--- src/common/usp_regs.svh ---
`ifndef USP_REGS_SVH
`define USP_REGS_SVH

// Register indexes; the byte address is four times the index.
`define USP_IDX_CR1    6'h1A
`define USP_IDX_CR2    6'h1B
`define USP_IDX_DIV    6'h1C
`define USP_IDX_STAT   6'h1D
`define USP_IDX_BUF    6'h1E
`define USP_IDX_POFF   6'h1F

// Field positions.
`define USP_CR1_TXE    7
`define USP_CR1_RXE    6
`define USP_CR1_STOPT  5
`define USP_CR1_EVEN   4
`define USP_CR1_PAR    3
`define USP_CR1_IRSEL  2
`define USP_CR1_BASE   1
`define USP_CR2_RTSEL  5:3
`define USP_CR2_NOISE  2:1
`define USP_CR2_STOPR  0
`define USP_POFF_GATE  0

// Reset values.
`define USP_RST_BYTE   8'h00
`define USP_RST_GATE   1'b0

// Frame timing in RT clocks and frame bits.
`define USP_RT_BASE    5'h10
`define USP_FRAME_MIN  4'h9

`endif

--- src/common/usp_pkg.sv ---
package usp_pkg;

   typedef enum logic [1:0]
   {
      TX_IDLE = 2'b01,
      TX_RUN  = 2'b10
   } usp_tx_t;

   typedef enum logic [1:0]
   {
      RX_IDLE = 2'b01,
      RX_RUN  = 2'b10
   } usp_rx_t;

   typedef struct packed
   {
      logic        gate;
      logic        txe;
      logic        rxe;
      logic        stopbt;
      logic        even;
      logic        par_add;
      logic        irdasel;
      logic        brg;
      logic [2:0]  rtsel;
      logic [1:0]  rxdnc;
      logic        stopbr;
      logic [7:0]  div;
      logic        par_err;
      logic        frm_err;
      logic        ovr_err;
      logic        rx_full;
      logic        tx_full;
      logic [7:0]  rxbuf;
      logic [7:0]  txbuf;
      usp_tx_t     tx_st;
      logic [7:0]  tx_pre;
      logic [4:0]  tx_rt;
      logic [3:0]  tx_cnt;
      logic [11:0] tx_sh;
      usp_rx_t     rx_st;
      logic [7:0]  rx_pre;
      logic [4:0]  rx_rt;
      logic [3:0]  rx_cnt;
      logic [11:0] rx_sh;
      logic        rx_s1;
      logic        rx_s2;
      logic        rx_s3;
      logic        rx_lvl;
      logic        txd;
      logic        tx_irq;
      logic        rx_irq;
      logic [7:0]  rdata;
   } usp_state_t;

endpackage

--- src/design/usp_top.sv ---
// Design decision made here: register access over APB.
`timescale 1ns/1ps
`default_nettype none
`include "usp_regs.svh"
module usp_top
(
   // Clock and reset.
   input  wire logic        CLOCK,
   input  wire logic        NRST,
   // APB slave.
   input  wire logic        PSEL,
   input  wire logic        PENABLE,
   input  wire logic        PWRITE,
   input  wire logic [7:0]  PADDR,
   input  wire logic [31:0] PWDATA,
   output logic      [31:0] PRDATA,
   output logic             PREADY,
   output logic             PSLVERR,
   // Chip low-power mode, high while stop, idle or sleep is active.
   input  wire logic        LOW_POWER,
   // Serial pins.
   input  wire logic        RXD,
   output logic             TXD,
   // Interrupt requests, one-cycle pulses.
   output logic             TX_IRQ,
   output logic             RX_IRQ
);

   usp_pkg::usp_state_t s;
   usp_pkg::usp_state_t n;
   logic [5:0]  idx;
   logic        acc;
   logic        run;
   logic        tbsy;
   logic        rbsy;
   logic        wr_cr1;
   logic        wr_cr2;
   logic        wr_buf;
   logic        rd_buf;
   logic        rd_stat;
   logic        mapped;
   logic        rx_fin;
   logic [7:0]  stat;
   logic [7:0]  rv;
   logic [3:0]  tx_last;
   logic [3:0]  rx_last;
   logic [4:0]  tx_len;
   logic [4:0]  rx_len;
   logic        par;
   logic        rx_par_bad;

   localparam usp_pkg::usp_state_t RST_VAL = '{
      tx_st:  usp_pkg::TX_IDLE,
      rx_st:  usp_pkg::RX_IDLE,
      txd:    1'b1,
      rx_s1:  1'b1,
      rx_s2:  1'b1,
      rx_s3:  1'b1,
      rx_lvl: 1'b1,
      gate:   `USP_RST_GATE,
      div:    `USP_RST_BYTE,
      rxbuf:  `USP_RST_BYTE,
      txbuf:  `USP_RST_BYTE,
      default: '0
   };

   // RT clocks per bit; frame bit 1 (start) counts as odd.
   function automatic logic [4:0] rt_len
   (
      input logic [2:0] sel,
      input logic       odd
   );
      logic [4:0] v;
      v = `USP_RT_BASE;
      case (sel)
         3'h1:    v = odd ? `USP_RT_BASE : `USP_RT_BASE + 5'h01;
         3'h2:    v = `USP_RT_BASE - 5'h01;
         3'h3:    v = odd ? `USP_RT_BASE - 5'h01 : `USP_RT_BASE;
         3'h4:    v = `USP_RT_BASE + 5'h01;
         default: v = `USP_RT_BASE;
      endcase
      return v;
   endfunction

   assign idx     = PADDR[7:2];
   assign acc     = PSEL && PENABLE;
   assign run     = s.gate && !LOW_POWER;
   assign tbsy    = s.tx_st == usp_pkg::TX_RUN;
   assign rbsy    = s.rx_st == usp_pkg::RX_RUN;
   assign wr_cr1  = acc && PWRITE && run && idx == `USP_IDX_CR1;
   assign wr_cr2  = acc && PWRITE && run && idx == `USP_IDX_CR2;
   assign wr_buf  = acc && PWRITE && run && idx == `USP_IDX_BUF;
   assign rd_buf  = acc && !PWRITE && run && idx == `USP_IDX_BUF;
   assign rd_stat = acc && !PWRITE && run && idx == `USP_IDX_STAT;
   assign mapped  = idx >= `USP_IDX_CR1 && idx <= `USP_IDX_POFF;
   // Bit 4 is hard-wired low.
   assign stat    = {s.par_err, s.frm_err, s.ovr_err, 1'b0,
                     rbsy, s.rx_full, tbsy, s.tx_full};
   assign tx_last = `USP_FRAME_MIN + {3'h0, s.par_add} + {3'h0, s.stopbt};
   assign rx_last = `USP_FRAME_MIN + {3'h0, s.par_add} + {3'h0, s.stopbr};
   assign tx_len  = rt_len(s.rtsel, !s.tx_cnt[0]);
   assign rx_len  = rt_len(s.rtsel, !s.rx_cnt[0]);
   assign par     = s.even ? ^s.txbuf : ~^s.txbuf;
   assign rx_par_bad = s.par_add &&
                    (s.rx_sh[9] != (s.even ? ^s.rx_sh[8:1] : ~^s.rx_sh[8:1]));
   assign rx_fin  = run && rbsy && s.rx_pre == s.div &&
                    s.rx_rt == (rx_len >> 1) && s.rx_cnt == rx_last &&
                    !(s.rx_cnt == 4'h0 && s.rx_lvl);

   assign PRDATA  = {24'h00_0000, s.rdata};
   assign PREADY  = 1'b1;
   assign PSLVERR = acc && !mapped;
   assign TXD     = s.txd;
   assign TX_IRQ  = s.tx_irq;
   assign RX_IRQ  = s.rx_irq;

   always_comb
   begin
      n = s;
      n.tx_irq = 1'b0;
      n.rx_irq = 1'b0;
      n.rx_s1 = RXD;
      n.rx_s2 = s.rx_s1;
      n.rx_s3 = s.rx_s2;
      if (s.rx_s2 == s.rx_s3)
      begin
         n.rx_lvl = s.rx_s3;
      end

      // Read data is staged in the setup cycle so it is valid in access.
      // A gated port reads as zero; only the gate register stays visible.
      case (idx)
         `USP_IDX_CR1:  rv = {s.txe, s.rxe, s.stopbt, s.even,
                             s.par_add, s.irdasel, s.brg, 1'b0};
         `USP_IDX_CR2:  rv = {2'b00, s.rtsel, s.rxdnc, s.stopbr};
         `USP_IDX_DIV:  rv = s.div;
         `USP_IDX_STAT: rv = stat;
         `USP_IDX_BUF:  rv = s.rxbuf;
         default:       rv = `USP_RST_BYTE;
      endcase
      if (!run)
      begin
         rv = `USP_RST_BYTE;
      end
      if (idx == `USP_IDX_POFF)
      begin
         rv = {7'h00, s.gate};
      end
      if (PSEL && !PENABLE)
      begin
         n.rdata = rv;
      end

      // Clears by software come first so that hardware sets win.
      if (rd_buf)
      begin
         n.rx_full = 1'b0;
      end
      if (rd_stat)
      begin
         n.par_err = 1'b0;
         n.frm_err = 1'b0;
         n.ovr_err = 1'b0;
      end

      // The frame state machines do not advance while the clock gate is off.
      if (run)
      begin
         case (s.tx_st)
            usp_pkg::TX_IDLE:
            begin
               if (s.txe && s.tx_full)
               begin
                  // Start, data LSB first, optional parity, stops.
                  n.tx_sh = s.par_add ? {2'b11, par, s.txbuf, 1'b0}
                                      : {3'b111, s.txbuf, 1'b0};
                  n.tx_st = usp_pkg::TX_RUN;
                  n.tx_full = 1'b0;
                  n.tx_irq = 1'b1;
                  n.tx_pre = 8'h00;
                  n.tx_rt = 5'h00;
                  n.tx_cnt = 4'h0;
               end
            end
            usp_pkg::TX_RUN:
            begin
               // A disabled transmitter finishes the frame, drops the buffer.
               if (!s.txe)
               begin
                  n.tx_full = 1'b0;
               end
               n.tx_pre = s.tx_pre + 8'h01;
               if (s.tx_pre == s.div)
               begin
                  n.tx_pre = 8'h00;
                  n.tx_rt = s.tx_rt + 5'h01;
                  if (s.tx_rt == tx_len - 5'h01)
                  begin
                     n.tx_rt = 5'h00;
                     n.tx_cnt = s.tx_cnt + 4'h1;
                     n.tx_sh = {1'b1, s.tx_sh[11:1]};
                     if (s.tx_cnt == tx_last)
                     begin
                        n.tx_st = usp_pkg::TX_IDLE;
                     end
                  end
               end
            end
            default: n.tx_st = usp_pkg::TX_IDLE;
         endcase

         case (s.rx_st)
            usp_pkg::RX_IDLE:
            begin
               if (s.rxe && !s.rx_lvl)
               begin
                  n.rx_st = usp_pkg::RX_RUN;
                  n.rx_pre = 8'h00;
                  n.rx_rt = 5'h00;
                  n.rx_cnt = 4'h0;
               end
            end
            usp_pkg::RX_RUN:
            begin
               n.rx_pre = s.rx_pre + 8'h01;
               if (s.rx_pre == s.div)
               begin
                  n.rx_pre = 8'h00;
                  n.rx_rt = s.rx_rt + 5'h01;
                  if (s.rx_rt == (rx_len >> 1))
                  begin
                     n.rx_sh[s.rx_cnt] = s.rx_lvl;
                     if (s.rx_cnt == 4'h0 && s.rx_lvl)
                     begin
                        // A start bit gone high by mid-bit was a glitch.
                        n.rx_st = usp_pkg::RX_IDLE;
                     end
                  end
                  if (rx_fin)
                  begin
                     // Only the last stop bit is checked.
                     n.rx_st = usp_pkg::RX_IDLE;
                     if (n.rx_full)
                     begin
                        n.ovr_err = 1'b1;
                     end
                     else
                     begin
                        n.rxbuf = s.rx_sh[8:1];
                        n.rx_full = 1'b1;
                        n.par_err = s.par_err || rx_par_bad;
                        n.frm_err = s.frm_err || !s.rx_lvl;
                        n.rx_irq = 1'b1;
                     end
                  end
                  else if (s.rx_rt == rx_len - 5'h01)
                  begin
                     n.rx_rt = 5'h00;
                     n.rx_cnt = s.rx_cnt + 4'h1;
                  end
               end
            end
            default: n.rx_st = usp_pkg::RX_IDLE;
         endcase
      end

      if (acc && PWRITE && idx == `USP_IDX_POFF)
      begin
         n.gate = PWDATA[`USP_POFF_GATE];
      end
      if (wr_cr1)
      begin
         n.txe = PWDATA[`USP_CR1_TXE];
         n.rxe = PWDATA[`USP_CR1_RXE];
         // Locked bits keep their value when a write is refused.
         if (!s.txe && !tbsy)
         begin
            n.stopbt = PWDATA[`USP_CR1_STOPT];
            n.irdasel = PWDATA[`USP_CR1_IRSEL];
         end
         if (!s.txe && !s.rxe && !tbsy && !rbsy)
         begin
            n.even = PWDATA[`USP_CR1_EVEN];
            n.par_add = PWDATA[`USP_CR1_PAR];
            n.brg = PWDATA[`USP_CR1_BASE];
         end
      end
      if (wr_cr2)
      begin
         if (!s.txe && !s.rxe && !tbsy && !rbsy)
         begin
            n.rtsel = PWDATA[`USP_CR2_RTSEL];
         end
         if (!s.rxe && !rbsy)
         begin
            n.rxdnc = PWDATA[`USP_CR2_NOISE];
            n.stopbr = PWDATA[`USP_CR2_STOPR];
         end
      end
      if (acc && PWRITE && run && idx == `USP_IDX_DIV)
      begin
         n.div = PWDATA[7:0];
      end
      if (wr_buf)
      begin
         n.txbuf = PWDATA[7:0];
         n.tx_full = 1'b1;
      end

      // Buffers are left as they are; software must not rely on them.
      if (LOW_POWER)
      begin
         n.txe = 1'b0;
         n.rxe = 1'b0;
         n.par_err = 1'b0;
         n.frm_err = 1'b0;
         n.ovr_err = 1'b0;
         n.rx_full = 1'b0;
         n.tx_full = 1'b0;
         n.tx_st = usp_pkg::TX_IDLE;
         n.rx_st = usp_pkg::RX_IDLE;
      end
      n.txd = (n.tx_st == usp_pkg::TX_RUN) ? n.tx_sh[0] : 1'b1;
   end

   always_ff @(posedge CLOCK or negedge NRST)
   begin
      if (!NRST)
      begin
         s <= RST_VAL;
      end
      else
      begin
         s <= n;
      end
   end
endmodule
`default_nettype wire
--- config.mk ---
export PLATFORM = sky130hd
export DESIGN_NAME = usp_top
export DESIGN_NICKNAME = d
export VERILOG_FILES = /design/src/common/usp_pkg.sv /design/src/design/usp_top.sv
export VERILOG_INCLUDE_DIRS = /design/src /design/src/common
export SDC_FILE = /design/constraint.sdc
export NUM_CORES = 1
export LEC_CHECK = 0
export ABC_AREA = 0
export BUFFER_PORTS_ARGS = -buffer_cell sky130_fd_sc_hd__buf_2
export CAP_MARGIN = 20
export CORE_ASPECT_RATIO = 1.2
export CORE_MARGIN = 2
export CORE_UTILIZATION = 30
export CTS_CLUSTER_SIZE = 25
export DETAILED_ROUTE_END_ITERATION = 12
export PLACE_DENSITY = 0.44
export SLEW_MARGIN = 10
export SYNTH_ARGS = -nofsm -noshare
export SYNTH_HDL_FRONTEND = slang
export SYNTH_SLANG_ARGS = --single-unit
--- constraint.sdc ---
create_clock -name CLOCK -period 3.25 [get_ports CLOCK]
set_input_delay 0.8125 -clock CLOCK [delete_from_list [all_inputs] [get_ports CLOCK]]
set_output_delay 0.8125 -clock CLOCK [all_outputs]
set_load 0.01 [all_outputs]
==> results.sh <==
export IMPL_start_kind="flip-flop"
export IMPL_area_growth_pct=14.4
export IMPL_final_common_cell="dfrtp_1"
export IMPL_max_cap_viol_count=0
export IMPL_status="finished, final reports clean"
export IMPL_die_w_um=141
export IMPL_critical_path_max_stage_delay_ps=520
export IMPL_ctsHoldBuffers=0
export IMPL_p_leak_nw=3.60
export IMPL_synth_top_family_by_area="simple AND/OR/NAND/NOR gates"
export IMPL_min_period_over_period=0.909
export IMPL_first_iter_violations=284
export IMPL_wl_per_cell_um=17.6
export IMPL_synth_simple_area_share=0.187
export IMPL_synthXorXnorAreaFrac=0.0697
export IMPL_critPathArrivalTime_ps=3310
export IMPL_gr_usage_all_layers=0.152
export IMPL_synth_warnings=0
export IMPL_min_path_type="flip-flop to flip-flop"
export IMPL_cts_tree="built"
export IMPL_clkLatencyLatePin_ps=420
export IMPL_clkTransAtPathRegs_ps=60
export IMPL_cp_top_family="simple AND/OR/NAND/NOR gates"
export IMPL_hold_slack_ps=357
export IMPL_setup_ws_ps=295
export IMPL_dpl_cell_area_mm2=0.00717
export IMPL_postCtsSetupBuffers=0
export IMPL_max_slew_margin=0.531
export IMPL_vias_per_cell=4.99
export IMPL_die_y_um=169
export IMPL_dp_hpwl_mm=13.2
export IMPL_rsz0062_at_grt="false"
export IMPL_postSynthAreaPerCell_um2=10.1
export IMPL_grt_max_degree=52
export IMPL_core_mm2=0.0223
export IMPL_port_buffers=32
export IMPL_grt_overflow=0
export IMPL_synth_fa_ha_area_frac=0.0402
export IMPL_first_pass_iters=5
export IMPL_initial_core_util=0.304
export IMPL_root_buffer="clkbuf_16"
export IMPL_h_tree_depth=4
export IMPL_cp_slowest_cell="dfrtp_1"
export IMPL_finalWirelength_mm=17.6
export IMPL_pin_count=84
export IMPL_grt_pass1_vias=5092
export IMPL_final_cell_mix="dfrtp_1, nand2_1, mux2_2"
export IMPL_fin_skew_ps=11.9
export IMPL_drive_gt1_frac=0.214
export IMPL_fin_nets=773
export IMPL_finalSetupViolCount=0
export IMPL_min_period_ps=2950
export IMPL_hold_viol=0
export IMPL_gp_congestion=0.811
export IMPL_path_class="flip-flop to flip-flop"
export IMPL_cp_required_ps=3600
export IMPL_cts_root_to_sink_buffers=2
export IMPL_stdcell_area_mm2=0.00776
export IMPL_path_max_fanout=17
export IMPL_ant_nets=0
export IMPL_fill_cells=2273
export IMPL_ys_seq_area_frac=0.433
export IMPL_worstPathCellList="nor3b_2, a211oi_4, ha_1, xor2_1, and3_1, nor4_4, a31oi_4, nor3_2, buf_4, a21o_1"
export IMPL_ys_flop_type="dfrtp_1"
export IMPL_setup_tns_ps=0
export IMPL_tightest_slew_ps=704
export IMPL_cts_resized=0
export IMPL_ys_async_sr_fraction=1.00
export IMPL_ys_seq_elements=117
export IMPL_rows=60
export IMPL_dr_total_vias=4983
export IMPL_slew_violations=0
export IMPL_grt_first_pass_wirelength_mm=27.9
export IMPL_crit_path_end_kind="flip-flop"
export IMPL_synth_mux_area_frac=0.0749
export IMPL_syn_area_mm2=0.00678
export IMPL_vdd_ir_drop_max_uv=313
export IMPL_ys_types=77
export IMPL_antenna_found_initial=1
export IMPL_cts_sinks=117
export IMPL_syn_instance_count=669
export IMPL_synth_compound_area_frac=0.132
export IMPL_p_per_area_mw_per_mm2=491
export IMPL_fmax_mhz=338
export IMPL_cts_buffers_inserted=17
export IMPL_dieArea_mm2=0.0238
export IMPL_utilization=0.348
export IMPL_drcViolationCount=0
export IMPL_critPathBufInv=1
export IMPL_synth_edf_count=0
export IMPL_place_ws_ps=253
registers in the layout, summed over array words and instances (netlist names), named ones only:
| signal | count |
|---|---|
| PRDATA | 8 |
| RX_IRQ | 1 |
| TXD | 1 |
| TX_IRQ | 1 |
| n | 2 |
| s | 95 |
where the power goes:
part	switching, mW	leakage (nW)	internal, mW
sequential	0.0627	1.58	1.50
combinational	0.242	1.75	0.150
clock	0.724	0.276	1.13
metal layers:
layer,vias up,GRT usage,share of wire
li1,2398,-,-
met1,2457,0.189,0.43
met2,104,0.259,0.51
met3,24,0.0280,0.034
met4,0,0.0635,0.022
met5,-,0,0
area by class of cell:
cell class	count	area (um2)	area share
Antenna cell	1	2.50	0.000323
Clock buffer	17	425	0.0548
Clock inverter	15	158	0.0203
Inverter	21	78.8	0.0102
Multi-Input combinational cell	500	3510	0.453
Sequential cell	117	2940	0.378
Tap cell	279	349	0.0450
Timing Repair Buffer	48	295	0.0381
per-stage QoR:
step	total power, mW	cells
6_report	3.81	998
5_1_grt	3.98	998
4_1_cts	3.86	997
3_5_place_dp	1.98	965
3_3_place_gp	1.98	965
2_1_floorplan	1.85	692
cell families after synthesis:
family / Yosys count
buffers and inverters: 75
and+or+nand+nor: 235
other: 2
adders and majority gates: 22
DFF: 117
xor gates and xnor gates: 54
AOI/OAI and AO/OA: 118
muxes: 46
synth_stat cells (all sizes together) (13+ instances only):
cell / n / area [um2]
clkbuf: 14 / 52.6
ha: 21 / 263
xnor2: 31 / 272
a21o: 13 / 97.6
buf: 40 / 289
nand3: 22 / 110
inv: 21 / 78.8
nor2: 35 / 134
mux2: 38 / 428
xor2: 23 / 201
nand2: 95 / 362
dfrtp: 110 / 2750
o21ai: 28 / 140
final timing paths:
kind	from	to	slack (ps)	cells after the start
max	s[111]$_DFFE_PN0P_	s[54]$_DFFE_PN0P_	300	10
min	n[13]$_DFF_PN1_	n[12]$_DFF_PN1_	360	0
max reg2reg	s[111]$_DFFE_PN0P_	s[54]$_DFFE_PN0P_	300	10
min reg2reg	n[13]$_DFF_PN1_	n[12]$_DFF_PN1_	360	0
max in group asynchronous	NRST	s[37]$_DFFE_PN0P_	1940	2
min in group asynchronous	NRST	s[63]$_DFFE_PN0P_	420	1
Power figures use the tool's default switching activity.
